$ cat config.mk
export PLATFORM = sky130hd
export DESIGN_NAME = serial_control_port
export DESIGN_NICKNAME = d
export VERILOG_FILES = /design/src/serial_port_pkg.sv /design/src/word_fifo.sv /design/src/serial_control_port.sv
export SDC_FILE = /design/constraint.sdc
export NUM_CORES = 1
export LEC_CHECK = 0
export ABC_AREA = 1
export BUFFER_PORTS_ARGS = -buffer_cell sky130_fd_sc_hd__buf_4
export CAP_MARGIN = 5
export CORE_UTILIZATION = 60
export DETAILED_ROUTE_END_ITERATION = 8
export GPL_ROUTABILITY_DRIVEN = 1
export PLACE_DENSITY = 0.78
export SLEW_MARGIN = 20
export SYNTH_ARGS = -nofsm -noshare
export SYNTH_HDL_FRONTEND = slang
export SYNTH_SLANG_ARGS = --single-unit
$ cat constraint.sdc
create_clock -name CLK_SYS -period 3.26 [get_ports CLK_SYS]
set_clock_uncertainty 0.1 [all_clocks]
set_input_delay 0.163 -clock CLK_SYS [delete_from_list [all_inputs] [get_ports CLK_SYS]]
set_output_delay 0.163 -clock CLK_SYS [all_outputs]
set_load 0.03 [all_outputs]
$ cat src/serial_port_pkg.sv
// Shared constants of the serial control port and its word buffer.
// Assumes nothing beyond a SystemVerilog compiler.
package serial_port_pkg;
  localparam int WORD_BITS = 16;
  localparam int FIFO_DEPTH = 16;
  localparam int CNT_BITS = 5;
  localparam logic [4:0] FRAME_BITS = 5'h10;
  localparam logic [4:0] CNT_SAT = 5'h11;
  localparam logic [15:0] WORD_RESET = 16'h0000;
  localparam logic [2:0] SYNC_RESET = 3'h7;
  localparam logic [2:0] CLK_SYNC_RESET = 3'h0;
endpackage

$ cat src/word_fifo.sv
// Word buffer between the serial port and the control logic.
// Assumes both sides run on the one system clock.
`timescale 1ns/100ps
module word_fifo #(
  parameter int WIDTH = 16,
  parameter int DEPTH = 16
) (
  input wire logic clk,
  input wire logic rst,
  input wire logic in_valid,
  output logic in_ready,
  input wire logic [WIDTH-1:0] in_data,
  output logic out_valid,
  input wire logic out_ready,
  output logic [WIDTH-1:0] out_data
);
  localparam int PW = $clog2(DEPTH);
  localparam logic [PW:0] DEPTH_C = DEPTH[PW:0];

  logic [WIDTH-1:0] mem [DEPTH];
  logic [PW-1:0] wr_ptr_reg;
  logic [PW-1:0] rd_ptr_reg;
  logic [PW:0] cnt_reg;
  logic push;
  logic pop;

  // Output stage is a register, so the top sees valid and data from a flop
  assign in_ready = (cnt_reg != DEPTH_C);
  assign push = in_valid && in_ready;
  assign pop = (cnt_reg != '0) && (!out_valid || out_ready);

  always_ff @(posedge clk) begin
    if (push) begin
      mem[wr_ptr_reg] <= in_data;
    end
  end

  always_ff @(posedge clk or posedge rst) begin
    if (rst) begin
      wr_ptr_reg <= '0;
      rd_ptr_reg <= '0;
      cnt_reg <= '0;
    end else begin
      if (push) begin
        wr_ptr_reg <= wr_ptr_reg + 1'b1;
      end
      if (pop) begin
        rd_ptr_reg <= rd_ptr_reg + 1'b1;
      end
      if (push && !pop) begin
        cnt_reg <= cnt_reg + 1'b1;
      end else if (pop && !push) begin
        cnt_reg <= cnt_reg - 1'b1;
      end
    end
  end

  always_ff @(posedge clk or posedge rst) begin
    if (rst) begin
      out_valid <= 1'b0;
      out_data <= '0;
    end else if (pop) begin
      out_valid <= 1'b1;
      out_data <= mem[rd_ptr_reg];
    end else if (out_ready) begin
      out_valid <= 1'b0;
    end
  end
endmodule

$ cat src/serial_control_port.sv
// Serial control port: 16-bit words in, status out, words buffered for the core.
// Assumes the select, clock and data pins are asynchronous to CLK_SYS and
// that the serial clock is far slower than CLK_SYS (it is sampled here).
`timescale 1ns/100ps
module serial_control_port (
  input wire logic CLK_SYS,
  input wire logic RST,
  input wire logic SELECT_LOW_IN,
  input wire logic SCLK_IN,
  input wire logic SDI_IN,
  output logic SDO_OUT,
  output logic SDO_OE,
  input wire logic [15:0] STATUS_IN,
  output logic CTRL_VALID,
  input wire logic CTRL_READY,
  output logic [15:0] CTRL_WORD,
  output logic FRAME_ERR,
  output logic OVERRUN
);
  // ************************************************************
  // Pin synchronisers
  // ************************************************************
  logic [2:0] sel_sync_reg;
  logic [2:0] clk_sync_reg;
  logic [1:0] sdi_sync_reg;

  // Stage 0 feeds only stage 1; edges are found between stages 1 and 2
  always_ff @(posedge CLK_SYS or posedge RST) begin
    if (RST) begin
      sel_sync_reg <= serial_port_pkg::SYNC_RESET;
      clk_sync_reg <= serial_port_pkg::CLK_SYNC_RESET;
      sdi_sync_reg <= 2'h0;
    end else begin
      sel_sync_reg <= {sel_sync_reg[1:0], SELECT_LOW_IN};
      clk_sync_reg <= {clk_sync_reg[1:0], SCLK_IN};
      sdi_sync_reg <= {sdi_sync_reg[0], SDI_IN};
    end
  end

  logic selected;
  logic sel_fall;
  logic sel_rise;
  logic sclk_fall;
  logic sclk_rise;
  logic sdi_s;

  assign selected = !sel_sync_reg[1];
  assign sel_fall = sel_sync_reg[2] && !sel_sync_reg[1];
  assign sel_rise = !sel_sync_reg[2] && sel_sync_reg[1];
  // Clock edges count only inside a selection; glitches outside are ignored
  assign sclk_fall = selected && !sel_fall && clk_sync_reg[2] && !clk_sync_reg[1];
  assign sclk_rise = selected && !sel_fall && !clk_sync_reg[2] && clk_sync_reg[1];
  assign sdi_s = sdi_sync_reg[1];

  // ************************************************************
  // Receive shifter
  // ************************************************************
  logic [15:0] rx_shift_reg;
  logic [serial_port_pkg::CNT_BITS-1:0] bit_cnt_reg;

  always_ff @(posedge CLK_SYS or posedge RST) begin
    if (RST) begin
      rx_shift_reg <= serial_port_pkg::WORD_RESET;
      bit_cnt_reg <= '0;
    end else if (sel_fall) begin
      bit_cnt_reg <= '0;
    end else if (sclk_fall) begin
      // First bit ends up in bit 0 after sixteen shifts
      rx_shift_reg <= {sdi_s, rx_shift_reg[15:1]};
      // Saturate so an overlong frame never wraps back to sixteen
      if (bit_cnt_reg != serial_port_pkg::CNT_SAT) begin
        bit_cnt_reg <= bit_cnt_reg + 1'b1;
      end
    end
  end

  // ************************************************************
  // Transmit shifter and output driver
  // ************************************************************
  logic [15:0] tx_shift_reg;

  // Bits change on the rising edge so they stand across the falling one
  always_ff @(posedge CLK_SYS or posedge RST) begin
    if (RST) begin
      tx_shift_reg <= serial_port_pkg::WORD_RESET;
      SDO_OUT <= 1'b0;
      SDO_OE <= 1'b0;
    end else if (sel_fall) begin
      tx_shift_reg <= STATUS_IN;
      SDO_OUT <= STATUS_IN[0];
      SDO_OE <= 1'b1;
    end else if (!selected) begin
      SDO_OUT <= 1'b0;
      SDO_OE <= 1'b0;
    end else if (sclk_rise) begin
      SDO_OUT <= tx_shift_reg[0];
      tx_shift_reg <= {1'b0, tx_shift_reg[15:1]};
    end
  end

  // ************************************************************
  // Frame end and word buffer
  // ************************************************************
  logic push_reg;
  logic [15:0] push_word_reg;
  logic fifo_ready;
  logic frame_ok;

  // Words are held back until select rises, so a partial frame never acts
  assign frame_ok = (bit_cnt_reg == serial_port_pkg::FRAME_BITS);

  always_ff @(posedge CLK_SYS or posedge RST) begin
    if (RST) begin
      push_reg <= 1'b0;
      push_word_reg <= serial_port_pkg::WORD_RESET;
      FRAME_ERR <= 1'b0;
      OVERRUN <= 1'b0;
    end else begin
      push_reg <= sel_rise && frame_ok && fifo_ready;
      FRAME_ERR <= sel_rise && !frame_ok;
      // A full buffer drops the new word rather than stall the link
      OVERRUN <= sel_rise && frame_ok && !fifo_ready;
      if (sel_rise) begin
        push_word_reg <= rx_shift_reg;
      end
    end
  end

  word_fifo #(
    .WIDTH(serial_port_pkg::WORD_BITS),
    .DEPTH(serial_port_pkg::FIFO_DEPTH)
  ) u_word_fifo (
    .clk(CLK_SYS),
    .rst(RST),
    .in_valid(push_reg),
    .in_ready(fifo_ready),
    .in_data(push_word_reg),
    .out_valid(CTRL_VALID),
    .out_ready(CTRL_READY),
    .out_data(CTRL_WORD)
  );
endmodule

==> impl_metrics.py <==
metrics = {
    "logic_synthesis": {
        "synth_top_area_frac": 0.5122,
        "synth_area_per_cell_sq_um": 10.17,
        "synth_seq_cells": 352,
        "synth_area_leaders": "edfxtp_1, dfrtp_1, nand2_1, nand3_1, inv_1",
        "synth_ff_type": "edfxtp_1",
        "yosysWarnings": 0,
        "synthCells": 1476,
        "async_flop_share": 0.2727,
        "synth_area_leader_cell": "edfxtp_1",
        "syn_nets": 1511,
        "seq_area_frac_synth": 0.6725,
        "synth-edff-count": 256,
        "synth_cell_types": 30,
        "syn-cell-area_sq_um": 15010,
    },
    "pwr": {
        "power_density_nw_per_um2": 770.9,
        "ir_drop_uv": 1202,
        "p_sw_frac": 0.3493,
        "pwr-share-seq": 0.408,
        "intPower_mw": 8.573,
        "finalPower_mw": 13.17,
        "switchingPower_mw": 4.602,
        "leakage_nw": 7.642,
        "p_comb_frac": 0.297,
        "p_clk_frac": 0.295,
    },
    "run_status": {
        "outcome": "complete, no violations",
    },
    "clock_network": {
        "cts_resized": 0,
        "tritoncts": "done",
        "cts.sinks": 352,
        "cts_htree_levels": 2,
        "path_clk_slew_ns": 0.06,
        "clock_path_buffers": 3,
        "worstSkewPairLatency_ns": 0.51,
        "cts_root_buffer": "clkbuf_16",
        "cts_inserted_buffers": 36,
    },
    "placement": {
        "gp_congestion": 0.8194,
        "io_buffers": 42,
        "dp_hpwl_um": 19670,
        "placed_area_sq_um": 15780,
    },
    "worst_setup_path": {
        "end_kind": "flip-flop",
        "cp_max_fo": 4,
        "cpMaxStageDelayCell": "dfrtp_1",
        "rr_worst_depth": 15,
        "path_cells": "nor2_1, nand2_1, nor2_1, inv_2, nand2_2, inv_1, ha_1, inv_1, ha_1, nand2_1, nand2_1, a21oi_1, xor2_1, nand2_1, o21ai_0",
        "max_stage_delay_ns": 0.43,
        "worst-setup-path-type": "reg2reg",
        "cp-start-kind": "flip-flop",
        "crit_top_cell": "nand2_1",
        "worstPathRequired_ns": 3.59,
        "worst_ep_arrival_time_ns": 2.75,
    },
    "finish": {
        "ff_latch_area_sq_um": 10100,
        "multiInputGateArea_sq_um": 3689,
        "synthToLayoutAreaGrowth_pct": 13.87,
        "largest_register_ffs": 256,
        "largest-register": "u_word_fifo.mem",
        "drive_above_1_share": 0.09892,
        "diodes": 0,
        "stdcell_area_sq_um": 17090,
        "fillers": 1700,
        "nets": 1577,
    },
    "sta": {
        "holdWs_ns": 0.2025,
        "drv_slew": 0,
        "tns_ns": 0,
        "rsz0062_at_grt": "no",
        "max_freq_mhz": 412.9,
        "hold_viol": 0,
        "fin_crit_sh": 0.7429,
        "tightest_slew_ns": 0.9876,
        "finalSetupViolCount": 0,
        "slew-limit-headroom": 0.3409,
        "fin_crit_ns": 2.422,
    },
    "global_route": {
        "track_usage": 0.2713,
        "overflow": 0,
        "first_global_vias": 10446,
        "antenna_found_initial": 0,
        "grt_max_degree": 131,
        "grt_first_pass_wirelength_um": 54100,
    },
    "routing": {
        "vias": 10365,
        "via_per_inst": 5.481,
        "drtAntennaViolNets": 0,
        "drt_iter0_markers": 1284,
        "wire_per_inst_um": 17.71,
        "drt_first_pass_iters": 5,
        "drc": 0,
        "finalWirelength_um": 33490,
    },
    "hold_path": {
        "hold_depth": 2,
        "hold_path_class": "in2reg",
    },
    "die": {
        "fp.dieW_um": 160.2,
        "die_area_sq_um": 25650,
        "num_rows": 57,
        "die_y_um": 160.2,
        "core-area_sq_um": 24460,
        "initial_core_util": 0.6136,
        "ios": 43,
    },
    "job": {
        "drv_cap": 0,
    },
}
## layout make-up
type                    count  share of cell area
well taps                 324             0.02372
clock inverters            11            0.004685
repair buffers             97             0.04934
clock buffers              52             0.05981
multi-input cells         802              0.2158
flip-flops and latches    352              0.5908
inverters                 253             0.05578
## path summary, 6_finish.rpt
kind / start / endpoint / slack [ns]
worst max-delay path: u_word_fifo.cnt_reg[0]$_DFFE_PP0P_ / u_word_fifo.cnt_reg[4]$_DFFE_PP0P_ / 0.84
worst min-delay path: SELECT_LOW_IN / sel_sync_reg[0]$_DFF_PP1_ / 0.20
worst max register to register: u_word_fifo.cnt_reg[0]$_DFFE_PP0P_ / u_word_fifo.cnt_reg[4]$_DFFE_PP0P_ / 0.84
worst min register to register: clk_sync_reg[0]$_DFF_PP0_ / clk_sync_reg[1]$_DFF_PP0_ / 0.26
max in group asynchronous: RST / u_word_fifo.rd_ptr_reg[0]$_DFFE_PP0P_ / 1.96
min in group asynchronous: RST / tx_shift_reg[9]$_DFFE_PP0P_ / 0.23
## layout by cell type (no fill, tap or decap), types with 11 or more instances in the layout
master	instances
o21ai_0	54
dlygate4sd3_1	21
edfxtp_1	256
nor2_1	14
nor3_2	12
nand3_1	197
ha_1	12
inv_1	247
buf_4	71
nand2_1	466
o211ai_1	14
clkbuf_1	11
clkbuf_16	37
dfrtp_1	91
## synthesized netlist by cell type, types with 5 or more instances
cell type and number:
ha_1 12, buf_4 11, buf_2 34, edfxtp_1 256
nand3_1 197, o211ai_1 14, nor2_1 16, xor2_1 9
inv_1 249, clkbuf_1 20, nand2_1 466, a21oi_1 5
o21ai_0 54, dfrtp_1 93, nor3_1 12
## power groups by stage
stage | Combinational, mW | Clock, mW | Sequential [mW]
3_5_place_dp | 3.79 | 0 | 5.45
5_1_grt | 4.32 | 4.09 | 5.40
3_3_place_gp | 3.71 | 0 | 5.45
2_1_floorplan | 2.53 | 0 | 5.52
6_report | 3.91 | 3.89 | 5.38
4_1_cts | 3.86 | 3.93 | 5.37
## kinds of logic (layout without fill, tap and decap cells)
group | count (synthesis) | in the layout | share of synthesized area
AOI/OAI and AO/OA | 80 | 80 | 0.03034
and+or+nand+nor | 698 | 698 | 0.1931
buffers and inverters | 322 | 413 | 0.08611
xor gates and xnor gates | 10 | 10 | 0.005836
adders and majority gates | 13 | 13 | 0.01134
muxes | 1 | 1 | 0.0007502
DFF | 352 | 352 | 0.6725
## per-layer routing
metal | track usage | vias to the layer above | routed length (um) | share of wire
li1 | - | 4871 | - | -
met4 | 0.1286 | 0 | 1335 | 0.040
met5 | 0 | - | 0 | 0
met3 | 0.05117 | 96 | 2724 | 0.081
met2 | 0.4464 | 443 | 16250 | 0.49
met1 | 0.3501 | 4955 | 13180 | 0.39
## worst max-delay path: cells and delay by family (launching register included)
kind / cells / cell delay, ns
simple gates: 7 / 0.64
fa+ha+maj: 2 / 0.50
flops: 1 / 0.43
buf+inv: 3 / 0.29
compound gates: 2 / 0.23
xor+xnor: 1 / 0.16
## metrics by stage
stage	setup WS [ns]	instances	utilization
2_1_floorplan	0.4966	1476	-
3_3_place_gp	0.8803	1807	0.6450
3_5_place_dp	0.8546	1807	0.6450
4_1_cts	0.8313	1891	0.6987
5_1_grt	0.6027	1891	0.6987
6_report	0.8381	1891	0.6987
## repair_timing
item	in CTS	in global routing
hold buffers	21	0
setup buffers	0	0
setup endpoints to repair	0	0
endpoints found under the hold margin	77	0
(Power assumes the default switching activity.)
